==> config.mk <==
export PLATFORM = sky130hd
export DESIGN_NAME = pin_route_top
export DESIGN_NICKNAME = d
export VERILOG_FILES = /design/src/pkg/pin_route_pkg.sv /design/src/hw/pin_out_selector.sv /design/src/hw/pin_route_top.sv
export SDC_FILE = /design/constraint.sdc
export NUM_CORES = 2
export LEC_CHECK = 0
export BUFFER_PORTS_ARGS = -buffer_cell sky130_fd_sc_hd__buf_2
export CORE_UTILIZATION = 30
export CTS_BUF_LIST = sky130_fd_sc_hd__clkbuf_4 sky130_fd_sc_hd__clkbuf_8
export DETAILED_ROUTE_END_ITERATION = 10
export MAX_ROUTING_LAYER = met4
export PLACE_DENSITY = 0.55
export SLEW_MARGIN = 25
export SYNTH_ARGS = -nofsm -noshare
export SYNTH_HDL_FRONTEND = slang
export SYNTH_HIERARCHICAL = 1
export SYNTH_SLANG_ARGS = --single-unit
==> constraint.sdc <==
create_clock -name clk -period 4.5 [get_ports clk]
set_input_delay 0.225 -clock clk [delete_from_list [all_inputs] [get_ports clk]]
set_output_delay 0.225 -clock clk [all_outputs]
set_load 0.02 [all_outputs]
==> src/pkg/pin_route_pkg.sv <==
// Package of constants, bus carriers and state codes for the remappable pin output router.
package pin_route_pkg;

    // Register byte offsets on the APB port.
    localparam int          ADDR_W          = 12;
    localparam logic [11:0] OSC_CTRL_ADDR   = 12'h000;
    localparam logic [11:0] OSC_CFG_ADDR    = 12'h004;
    localparam logic [11:0] STATUS_ADDR     = 12'h008;
    localparam logic [11:0] IN_ROUTE_BASE   = 12'h100;
    localparam logic [11:0] OUT_ROUTE_BASE  = 12'h200;
    localparam logic [11:0] ROUTE_SPAN      = 12'h100;

    // Field positions.
    localparam int          SEL_W           = 6;
    localparam int          FIELD_LO_POS    = 0;
    localparam int          FIELD_HI_POS    = 8;
    localparam int          LOCK_BIT_POS    = 6;
    localparam int          FUSE_BIT_POS    = 5;
    localparam int          MISMATCH_POS    = 0;

    // Unlock keys written to the low byte of the control word.
    localparam logic [7:0]  UNLOCK_KEY_ONE  = 8'h46;
    localparam logic [7:0]  UNLOCK_KEY_TWO  = 8'h57;

    // Selector codes and reset values.
    localparam logic [5:0]  SEL_NULL        = 6'h00;
    localparam logic [5:0]  IN_SEL_RESET    = 6'h3f;
    localparam logic [5:0]  OUT_SEL_RESET   = 6'h00;
    localparam logic [5:0]  GROUP_A_FIRST   = 6'h01;
    localparam logic [5:0]  GROUP_A_LAST    = 6'h0c;
    localparam logic [5:0]  GROUP_B_FIRST   = 6'h10;
    localparam logic [5:0]  GROUP_B_LAST    = 6'h23;
    localparam int          PERIPH_OUT_W    = 36;
    localparam logic [5:0]  INPUT_ONLY_PIN  = 6'h25;
    localparam logic        LOCK_RESET      = 1'b0;
    localparam logic        FUSE_RESET      = 1'b1;

    // Defaults for the largest variant.
    localparam int          MAX_PINS        = 32;
    localparam int          DEF_INPUTS      = 38;

    // APB request from the master.
    typedef struct packed {
        logic              psel;
        logic              penable;
        logic              pwrite;
        logic [11:0]       paddr;
        logic [31:0]       pwdata;
    } apb_req_type;

    // APB answer to the master.
    typedef struct packed {
        logic              pready;
        logic              pslverr;
        logic [31:0]       prdata;
    } apb_rsp_type;

    // Progress through the unlock sequence.
    typedef enum logic [1:0] {
        UNLOCK_IDLE = 2'b00,
        UNLOCK_KEY1 = 2'b01,
        UNLOCK_KEY2 = 2'b10
    } unlock_state_type;

endpackage

==> src/hw/pin_out_selector.sv <==
// One remappable pin's output selector: picks a peripheral output by code.
`timescale 1ns/1ps
module pin_out_selector (
    // Clock and reset.
    input  wire logic                               clk,
    input  wire logic                               rstn,
    // Selection.
    input  wire logic [pin_route_pkg::SEL_W-1:0]    sel,
    input  wire logic [pin_route_pkg::PERIPH_OUT_W-1:0] periph_out,
    // Pin drive.
    output logic                                    pin_out,
    output logic                                    pin_oe
);
    import pin_route_pkg::*;

    logic valid_code;

    // Codes 13 to 15 and above 35 behave like the null code.
    assign valid_code = ((sel >= GROUP_A_FIRST) && (sel <= GROUP_A_LAST)) ||
                        ((sel >= GROUP_B_FIRST) && (sel <= GROUP_B_LAST));

    // Registered drive keeps glitches from the selector off the pad.
    always_ff @(posedge clk or negedge rstn) begin
        if (!rstn) begin
            pin_out <= 1'b0;
            pin_oe  <= 1'b0;
        end else begin
            pin_oe  <= valid_code;
            pin_out <= valid_code ? periph_out[sel] : 1'b0;
        end
    end

endmodule

==> src/hw/pin_route_top.sv <==
// Remappable pin router: APB registers, unlock sequence, shadows, input and output routing.
//
// Summary of operation
// - Six-bit output selector per pin, two per register.
// - Code zero leaves the pin undriven.
// - Codes 1 to 12 select first peripheral group.
// - Codes 16 to 35 select second peripheral group.
// - Any input or output may fan out freely.
// - Input code for missing pin gives no input.
// - Output fields of missing pins ignore writes.
// - Locked routing writes complete but change nothing.
// - Lock bit is control word bit 6.
// - Keys 46h, 57h, then lock write.
// - Lock holds its value until changed again.
// - Shadow copies mismatch raises a reset request.
// - One-way fuse makes lock permanent once set.
// - Unprogrammed fuse reads set, allowing one session.
// - Pin count per variant, plus one input-only pin.
// - Reset: input fields ones, output fields zeros.
// - Each peripheral input has its own pin selector.
// - Lock comes out of reset unlocked.
`timescale 1ns/1ps
module pin_route_top #(
    parameter int NUM_PINS   = pin_route_pkg::MAX_PINS,
    parameter int NUM_INPUTS = pin_route_pkg::DEF_INPUTS
) (
    // Clock and reset.
    input  wire logic                                   clk,
    input  wire logic                                   rstn,
    // APB slave port.
    input  wire pin_route_pkg::apb_req_type             apb_req,
    output pin_route_pkg::apb_rsp_type                  apb_rsp,
    // Configuration fuse level, from outside the clock domain.
    input  wire logic                                   single_session_lock_fuse,
    // Remappable pins.
    input  wire logic [pin_route_pkg::MAX_PINS-1:0]     remappable_io_pin_in,
    input  wire logic                                   remappable_input_pin,
    output logic      [pin_route_pkg::MAX_PINS-1:0]     remappable_io_pin_out,
    output logic      [pin_route_pkg::MAX_PINS-1:0]     remappable_io_pin_oe,
    // Peripheral side.
    input  wire logic [pin_route_pkg::PERIPH_OUT_W-1:0] periph_out,
    output logic      [NUM_INPUTS-1:0]                  periph_in,
    // Reset request on a shadow mismatch.
    output logic                                        config_mismatch_reset
);
    import pin_route_pkg::*;

    localparam int IN_REGS  = (NUM_INPUTS + 1) / 2;
    localparam int OUT_REGS = MAX_PINS / 2;

    logic [SEL_W-1:0]     in_sel_reg   [NUM_INPUTS];
    logic [SEL_W-1:0]     in_shadow_reg[NUM_INPUTS];
    logic [SEL_W-1:0]     out_sel_reg  [MAX_PINS];
    logic [SEL_W-1:0]     out_shadow_reg[MAX_PINS];
    logic                 route_write_lock_reg;
    logic                 lock_set_once_reg;
    logic                 mismatch_seen_reg;
    logic                 fuse_meta_reg;
    logic                 fuse_reg;
    logic [MAX_PINS-1:0]  pin_meta_reg;
    logic [MAX_PINS-1:0]  pin_sync_reg;
    logic                 in_only_meta_reg;
    logic                 in_only_sync_reg;
    logic [31:0]          prdata_reg;
    logic                 pslverr_reg;
    unlock_state_type     unlock_state_reg;
    unlock_state_type     unlock_state_next;
    logic                 wr_en;
    logic                 rd_setup;
    logic                 hit_ctrl;
    logic                 hit_in;
    logic                 hit_out;
    logic [6:0]           word_idx;
    logic                 route_wr_ok;
    logic                 shadow_diff;
    logic [31:0]          rdata_next;
    logic                 mapped;

    // The write takes effect on the access edge; pready is combinational, so zero wait states.
    assign wr_en    = apb_req.psel && apb_req.penable && apb_req.pwrite;
    assign rd_setup = apb_req.psel && !apb_req.penable;
    assign hit_ctrl = apb_req.paddr == OSC_CTRL_ADDR;
    assign hit_in   = (apb_req.paddr >= IN_ROUTE_BASE) && (apb_req.paddr < IN_ROUTE_BASE + ROUTE_SPAN);
    assign hit_out  = (apb_req.paddr >= OUT_ROUTE_BASE) && (apb_req.paddr < OUT_ROUTE_BASE + ROUTE_SPAN);
    assign word_idx = {1'b0, apb_req.paddr[7:2]}; // Word within the 256-byte window, not the window's base bit.
    assign route_wr_ok = wr_en && !route_write_lock_reg;
    assign apb_rsp.pready  = apb_req.psel && apb_req.penable;
    assign apb_rsp.pslverr = pslverr_reg;
    assign apb_rsp.prdata  = prdata_reg;

    // Fuse level passes two flops; both reset to the unprogrammed state, which reads as set.
    always_ff @(posedge clk or negedge rstn) begin
        if (!rstn) begin
            fuse_meta_reg <= FUSE_RESET;
            fuse_reg      <= FUSE_RESET;
        end else begin
            fuse_meta_reg <= single_session_lock_fuse;
            fuse_reg      <= fuse_meta_reg;
        end
    end

    // Pin levels are asynchronous to clk and are synchronised before any routing reads them.
    always_ff @(posedge clk or negedge rstn) begin
        if (!rstn) begin
            pin_meta_reg     <= '0;
            pin_sync_reg     <= '0;
            in_only_meta_reg <= 1'b0;
            in_only_sync_reg <= 1'b0;
        end else begin
            pin_meta_reg     <= remappable_io_pin_in;
            pin_sync_reg     <= pin_meta_reg;
            in_only_meta_reg <= remappable_input_pin;
            in_only_sync_reg <= in_only_meta_reg;
        end
    end

    // Unlock sequence: any write that is not the expected next step drops back to idle.
    always_comb begin
        unlock_state_next = unlock_state_reg;
        if (wr_en) begin
            case (unlock_state_reg)
                UNLOCK_IDLE: begin
                    if (hit_ctrl && apb_req.pwdata[7:0] == UNLOCK_KEY_ONE && !(fuse_reg && lock_set_once_reg)) begin
                        unlock_state_next = UNLOCK_KEY1;
                    end
                end
                UNLOCK_KEY1: begin
                    unlock_state_next = (hit_ctrl && apb_req.pwdata[7:0] == UNLOCK_KEY_TWO) ?
                                        UNLOCK_KEY2 : UNLOCK_IDLE;
                end
                default: begin
                    unlock_state_next = UNLOCK_IDLE;
                end
            endcase
        end
    end

    always_ff @(posedge clk or negedge rstn) begin
        if (!rstn) begin
            unlock_state_reg <= UNLOCK_IDLE;
        end else begin
            unlock_state_reg <= unlock_state_next;
        end
    end

    // Lock bit changes only on the write that completes the sequence, then holds.
    always_ff @(posedge clk or negedge rstn) begin
        if (!rstn) begin
            route_write_lock_reg <= LOCK_RESET;
            lock_set_once_reg    <= 1'b0;
        end else begin
            if (wr_en && hit_ctrl && unlock_state_reg == UNLOCK_KEY2) begin
                route_write_lock_reg <= apb_req.pwdata[LOCK_BIT_POS];
            end
            if (route_write_lock_reg) begin
                lock_set_once_reg <= 1'b1;
            end
        end
    end

    // Input selectors: one field per peripheral input, two per register word.
    always_ff @(posedge clk or negedge rstn) begin
        if (!rstn) begin
            for (int k = 0; k < NUM_INPUTS; k++) begin
                in_sel_reg[k]    <= IN_SEL_RESET;
                in_shadow_reg[k] <= IN_SEL_RESET;
            end
        end else if (route_wr_ok && hit_in) begin
            for (int k = 0; k < NUM_INPUTS; k++) begin
                if (k / 2 == int'(word_idx)) begin
                    in_sel_reg[k]    <= (k % 2 == 0) ? apb_req.pwdata[FIELD_LO_POS +: SEL_W] :
                                                       apb_req.pwdata[FIELD_HI_POS +: SEL_W];
                    in_shadow_reg[k] <= (k % 2 == 0) ? apb_req.pwdata[FIELD_LO_POS +: SEL_W] :
                                                       apb_req.pwdata[FIELD_HI_POS +: SEL_W];
                end
            end
        end
    end

    // Output selectors: fields of pins beyond the variant's count stay at reset value.
    always_ff @(posedge clk or negedge rstn) begin
        if (!rstn) begin
            for (int p = 0; p < MAX_PINS; p++) begin
                out_sel_reg[p]    <= OUT_SEL_RESET;
                out_shadow_reg[p] <= OUT_SEL_RESET;
            end
        end else if (route_wr_ok && hit_out) begin
            for (int p = 0; p < NUM_PINS; p++) begin
                if (p / 2 == int'(word_idx)) begin
                    out_sel_reg[p]    <= (p % 2 == 0) ? apb_req.pwdata[FIELD_LO_POS +: SEL_W] :
                                                        apb_req.pwdata[FIELD_HI_POS +: SEL_W];
                    out_shadow_reg[p] <= (p % 2 == 0) ? apb_req.pwdata[FIELD_LO_POS +: SEL_W] :
                                                        apb_req.pwdata[FIELD_HI_POS +: SEL_W];
                end
            end
        end
    end

    // Shadow compare; only an upset of a stored bit can make the copies differ.
    always_comb begin
        shadow_diff = 1'b0;
        for (int k = 0; k < NUM_INPUTS; k++) begin
            shadow_diff = shadow_diff | (in_sel_reg[k] != in_shadow_reg[k]);
        end
        for (int p = 0; p < MAX_PINS; p++) begin
            shadow_diff = shadow_diff | (out_sel_reg[p] != out_shadow_reg[p]);
        end
    end

    // Reset request is a pulse per cycle of mismatch; the sticky flag survives for software.
    always_ff @(posedge clk or negedge rstn) begin
        if (!rstn) begin
            config_mismatch_reset <= 1'b0;
            mismatch_seen_reg     <= 1'b0;
        end else begin
            config_mismatch_reset <= shadow_diff;
            if (shadow_diff) begin
                mismatch_seen_reg <= 1'b1;
            end else if (wr_en && apb_req.paddr == STATUS_ADDR && apb_req.pwdata[MISMATCH_POS]) begin
                mismatch_seen_reg <= 1'b0;
            end
        end
    end

    // Input routing: codes naming no implemented pin give a low level.
    always_ff @(posedge clk or negedge rstn) begin
        if (!rstn) begin
            periph_in <= '0;
        end else begin
            for (int k = 0; k < NUM_INPUTS; k++) begin
                if (int'(in_sel_reg[k]) < NUM_PINS) begin
                    periph_in[k] <= pin_sync_reg[in_sel_reg[k][4:0]];
                end else if (in_sel_reg[k] == INPUT_ONLY_PIN) begin
                    periph_in[k] <= in_only_sync_reg;
                end else begin
                    periph_in[k] <= 1'b0;
                end
            end
        end
    end

    // One output selector per implemented pin; missing pins never drive.
    for (genvar g = 0; g < MAX_PINS; g++) begin : gen_pin
        if (g < NUM_PINS) begin : gen_used
            pin_out_selector u_sel (
                .clk        (clk),
                .rstn       (rstn),
                .sel        (out_sel_reg[g]),
                .periph_out (periph_out),
                .pin_out    (remappable_io_pin_out[g]),
                .pin_oe     (remappable_io_pin_oe[g])
            );
        end else begin : gen_absent
            assign remappable_io_pin_out[g] = 1'b0;
            assign remappable_io_pin_oe[g]  = 1'b0;
        end
    end

    // Read mux, sampled in the setup cycle so prdata is a flop in the access cycle.
    always_comb begin
        rdata_next = 32'h0000_0000;
        mapped     = 1'b1;
        if (hit_ctrl) begin
            rdata_next[LOCK_BIT_POS] = route_write_lock_reg;
        end else if (apb_req.paddr == OSC_CFG_ADDR) begin
            rdata_next[FUSE_BIT_POS] = fuse_reg;
        end else if (apb_req.paddr == STATUS_ADDR) begin
            rdata_next[MISMATCH_POS] = mismatch_seen_reg;
        end else if (hit_in && apb_req.paddr[1:0] == 2'b00 && int'(word_idx) < IN_REGS) begin
            for (int k = 0; k < NUM_INPUTS; k++) begin
                if (k / 2 == int'(word_idx)) begin
                    rdata_next[(k % 2 == 0 ? FIELD_LO_POS : FIELD_HI_POS) +: SEL_W] = in_sel_reg[k];
                end
            end
        end else if (hit_out && apb_req.paddr[1:0] == 2'b00 && int'(word_idx) < OUT_REGS) begin
            for (int p = 0; p < MAX_PINS; p++) begin
                if (p / 2 == int'(word_idx)) begin
                    rdata_next[(p % 2 == 0 ? FIELD_LO_POS : FIELD_HI_POS) +: SEL_W] = out_sel_reg[p];
                end
            end
        end else begin
            mapped = 1'b0;
        end
    end

    always_ff @(posedge clk or negedge rstn) begin
        if (!rstn) begin
            prdata_reg  <= 32'h0000_0000;
            pslverr_reg <= 1'b0;
        end else if (rd_setup) begin
            prdata_reg  <= apb_req.pwrite ? 32'h0000_0000 : rdata_next;
            pslverr_reg <= !mapped;
        end
    end

    // Checks next to the logic they guard.
    property p_locked_write;
        @(posedge clk) disable iff (!rstn)
        (wr_en && route_write_lock_reg && apb_req.paddr == OUT_ROUTE_BASE) |=> $stable(out_sel_reg[0]);
    endproperty
    a_locked_write: assert property (p_locked_write) else $error("locked route write changed a field");

    property p_null_code;
        @(posedge clk) disable iff (!rstn)
        (out_sel_reg[0] == SEL_NULL) |=> !remappable_io_pin_oe[0];
    endproperty
    a_null_code: assert property (p_null_code) else $error("null code drove pin 0");

    property p_route_code_three;
        @(posedge clk) disable iff (!rstn)
        (out_sel_reg[0] == 6'h03) |=> (remappable_io_pin_oe[0] && remappable_io_pin_out[0] == $past(periph_out[3]));
    endproperty
    a_route_code_three: assert property (p_route_code_three) else $error("code 3 not routed");

    property p_gap_code;
        @(posedge clk) disable iff (!rstn)
        (out_sel_reg[0] == 6'h0d || out_sel_reg[0] == 6'h24) |=> !remappable_io_pin_oe[0];
    endproperty
    a_gap_code: assert property (p_gap_code) else $error("unlisted code drove pin 0");

    property p_lock_read;
        @(posedge clk) disable iff (!rstn)
        (rd_setup && !apb_req.pwrite && hit_ctrl) |=> apb_rsp.prdata[LOCK_BIT_POS] == $past(route_write_lock_reg);
    endproperty
    a_lock_read: assert property (p_lock_read) else $error("lock bit read wrong");

    property p_lock_needs_keys;
        @(posedge clk) disable iff (!rstn)
        $changed(route_write_lock_reg) |-> $past(unlock_state_reg == UNLOCK_KEY2 && wr_en && hit_ctrl);
    endproperty
    a_lock_needs_keys: assert property (p_lock_needs_keys) else $error("lock changed without keys");

    property p_break_cancels;
        @(posedge clk) disable iff (!rstn)
        (unlock_state_reg == UNLOCK_KEY1 && wr_en && !(hit_ctrl && apb_req.pwdata[7:0] == UNLOCK_KEY_TWO))
        |=> unlock_state_reg == UNLOCK_IDLE ##1 $stable(route_write_lock_reg);
    endproperty
    a_break_cancels: assert property (p_break_cancels) else $error("broken sequence not cancelled");

    property p_one_way;
        @(posedge clk) disable iff (!rstn)
        (fuse_reg && lock_set_once_reg && route_write_lock_reg) |=> route_write_lock_reg [*2];
    endproperty
    a_one_way: assert property (p_one_way) else $error("one-way lock cleared");

    property p_mismatch;
        @(posedge clk) disable iff (!rstn)
        shadow_diff |=> config_mismatch_reset;
    endproperty
    a_mismatch: assert property (p_mismatch) else $error("mismatch gave no reset request");

    property p_invalid_input;
        @(posedge clk) disable iff (!rstn)
        (in_sel_reg[0] == IN_SEL_RESET) |=> !periph_in[0];
    endproperty
    a_invalid_input: assert property (p_invalid_input) else $error("invalid input code passed a level");

    c_unlock: cover property (@(posedge clk) disable iff (!rstn) unlock_state_reg == UNLOCK_KEY2);
    c_lock_set: cover property (@(posedge clk) disable iff (!rstn) $rose(route_write_lock_reg));
    c_pin_routed: cover property (@(posedge clk) disable iff (!rstn) remappable_io_pin_oe[0]);

endmodule

==> results.cfg <==
[outcome]
status = finished with violations
violations = design-rule violations, negative hold slack

[timing]
slew_headroom = 0.170
hold_viol_final = 1
fmax_mhz = 321
fin_hold_ws_ns = -0.00418
min_period_over_period = 0.693
rsz0062_at_grt = false
finalSetupViolCount = 0
finalSetupTns_ns = 0
worstMarginPinSlew_ns = 1.25
finalMaxSlewViolations = 0
clock_skew_ns = 0.0463
fin_crit_ns = 3.12

[clock_network]
clockRootBuffer = clkbuf_8
postCtsSetupBuffers = 0
cts_buffers = 109
cts.path.max_buffers = 3
ctsHtreeMaxLevel = 3
clock-sinks = 608
insertion_delay_ns = 0.86
cts_tree = yes
clk_pin_slew_ns = 0.07
cts.repair.resized = 0

[critical_path]
rr_startpoint = route_write_lock_reg$_DFFE_PN0P_
cp.required_ns = 5.25
criticalPathCategory = in2reg
regToRegSetupSlack_ns = 1.65
worstSetupEndpointType = flip-flop
endpoint = in_shadow_reg[121]$_DFFE_PN1P_
rr_endpoint = in_shadow_reg[121]$_DFFE_PN1P_
cp-start-kind = input pin
crit_start = apb_req[41]
cp.arrival_ns = 3.87
crit_fanout = 14
reg2reg_depth = 4

[placed_design]
routabilityCongestion = 1.05
dp_hpwl_microns = 137000
place_area_sq_mm = 0.0523
io_buffers = 217

[routing]
drt_wl_total_microns = 224000
drt_first_pass_iters = 11
ant_nets = 0
viasPerCell = 6.66
routedWlPerCell_microns = 34.1
drc = 168
via_count = 43800
drt-initial-drc-count = 6784

[floorplan]
die_w_microns = 410
initial_core_util = 0.302
rows = 149
die_h_microns = 410
io_pins = 256
die-area_sq_mm = 0.168
coreArea_sq_mm = 0.165

[logic_synthesis]
syn_area_sq_mm = 0.0498
synth-edff-count = 0
ys_dominant_reg_cell = dfrtp_1
ys_types = 92
ys_seq_elements = 608
syn-instance-count = 4189
synth.avg_cell_area_sq_um = 11.9
synth_warnings = 6
ys_seq_area_frac = 0.311
synth_async_sr_flop_share = 1.00

[power]
powerDensity_mw_per_mm2 = 251
p_leak_nw = 20.5
peakVddDrop_v = 0.000246

[final_layout]
fillers = 16300
area_delta_synth_final_pct = 11.8
fin_area_sq_mm = 0.0557
largest_register_ffs = 228
layout_commonest_cell = mux2_2
nets = 4372
drive_above_1_share = 0.387
most-common-layout-cells = 379 x mux2_2, 374 x dfrtp_1, 358 x mux4_2

[hold_path]
hold_path.class = in2async

[global_route]
grt_overflow = 0
grt_pass1_wl_microns = 315000
antenna_found_initial = 25
grt_pass1_vias = 41300
grt_max_degree = 104
grt_use_total = 0.267

[run]
cap_violations = 0
==> cell type report <==
cell class / count / area (sq um) / share of cell area
Clock inverter: 40 / 442 / 0.00793
Tap cell: 2189 / 2740 / 0.0492
Clock buffer: 164 / 2090 / 0.0375
Multi-Input combinational cell: 2962 / 31300 / 0.561
Antenna cell: 31 / 77.6 / 0.00139
Sequential cell: 608 / 15500 / 0.278
Timing Repair Buffer: 432 / 3070 / 0.0551
Inverter: 140 / 526 / 0.00943
==> repair_timing <==
item	4_1_cts	5_1_grt
hold buffers	70	0
setup endpoints to repair	0	0
endpoints found under the hold margin	148	0
==> critical path, cell delays in order <==
cell	delay (ns)
dlygate4sd3_1	0.53
buf_2	0.13
or4b_4	0.66
or3_2	0.92
buf_4	0.40
nor2_2	0.58
mux2_2	0.41
==> cell usage after synthesis (all sizes together), types with 33 or more instances <==
library cell / instances / area (sq um)
inv: 140 / 526
o221ai: 161 / 1410
nor2: 213 / 982
o22ai: 61 / 382
nand3: 99 / 495
buf: 259 / 1740
dfstp: 230 / 6040
o2111a: 35 / 394
nand2: 268 / 1010
nor3: 38 / 235
mux2i: 289 / 2890
clkbuf: 239 / 898
mux4: 518 / 12300
a2111oi: 44 / 410
dfrtp: 378 / 9460
nand3b: 96 / 721
o221a: 33 / 372
o21ai: 150 / 751
nand4: 58 / 363
or2: 35 / 219
a31oi: 43 / 269
a21oi: 37 / 185
mux2: 457 / 5280
==> how the worst min path moves through the flow <==
stage / from / to / slack [ns] / cells after the start
2_1_floorplan: rstn / gen_pin[0].gen_used.u_sel/pin_oe$_DFF_PN0_ / -0.07 / 0
4_1_cts: remappable_io_pin_in[13] / pin_meta_reg[13]$_DFF_PN0_ / 0.00003 / 2
3_3_place_gp: rstn / pin_meta_reg[31]$_DFF_PN0_ / 0.31 / 1
3_5_place_dp: rstn / pin_meta_reg[31]$_DFF_PN0_ / 0.31 / 1
6_report: rstn / pin_meta_reg[31]$_DFF_PN0_ / -0.004 / 2
5_1_grt: remappable_io_pin_in[30] / pin_meta_reg[30]$_DFF_PN0_ / 0.02 / 2
==> report_power, final <==
| group | switching (mW) | leakage (nW) | internal (mW) |
|---|---|---|---|
| combinational | 1.37 | 11.8 | 0.683 |
| clock | 2.77 | 1.33 | 3.45 |
| sequential | 0.137 | 7.37 | 5.57 |
| total | 4.27 | 20.5 | 9.70 |
==> logic make-up after synthesis <==
kind of cell / share of synthesized area
multiplexers: 0.410
AND/OR/NAND/NOR: 0.102
AO/OA/AOI/OAI: 0.113
buffers and inverters: 0.0636
flip-flops: 0.311
XOR/XNOR: 0.000176
other: 0.0000753
==> metal layers <==
metal / vias up / global-route usage / wire, microns
met3: 799 / 0.118 / 33800
met5: - / - / 0
li1: 16900 / - / -
met2: 3820 / 0.368 / 93700
met1: 22300 / 0.335 / 85200
met4: 0 / 0.113 / 11100
==> metrics by stage <==
stage / util / cells / hold WS, ns / power [mW] / worst slack, ns
floorplan: - / 4208 / -0.0706 / 6.67 / 2.21
finish: 0.338 / 6566 / -0.00418 / 14.0 / 1.38
global placement: 0.317 / 6258 / 0.314 / 7.67 / 1.13
CTS: 0.337 / 6532 / 0.0000297 / 14.0 / 1.49
detailed placement: 0.317 / 6258 / 0.314 / 7.69 / 1.13
global route: 0.337 / 6550 / 0.0220 / 14.3 / 1.35
Power figures use the tool's default switching activity.
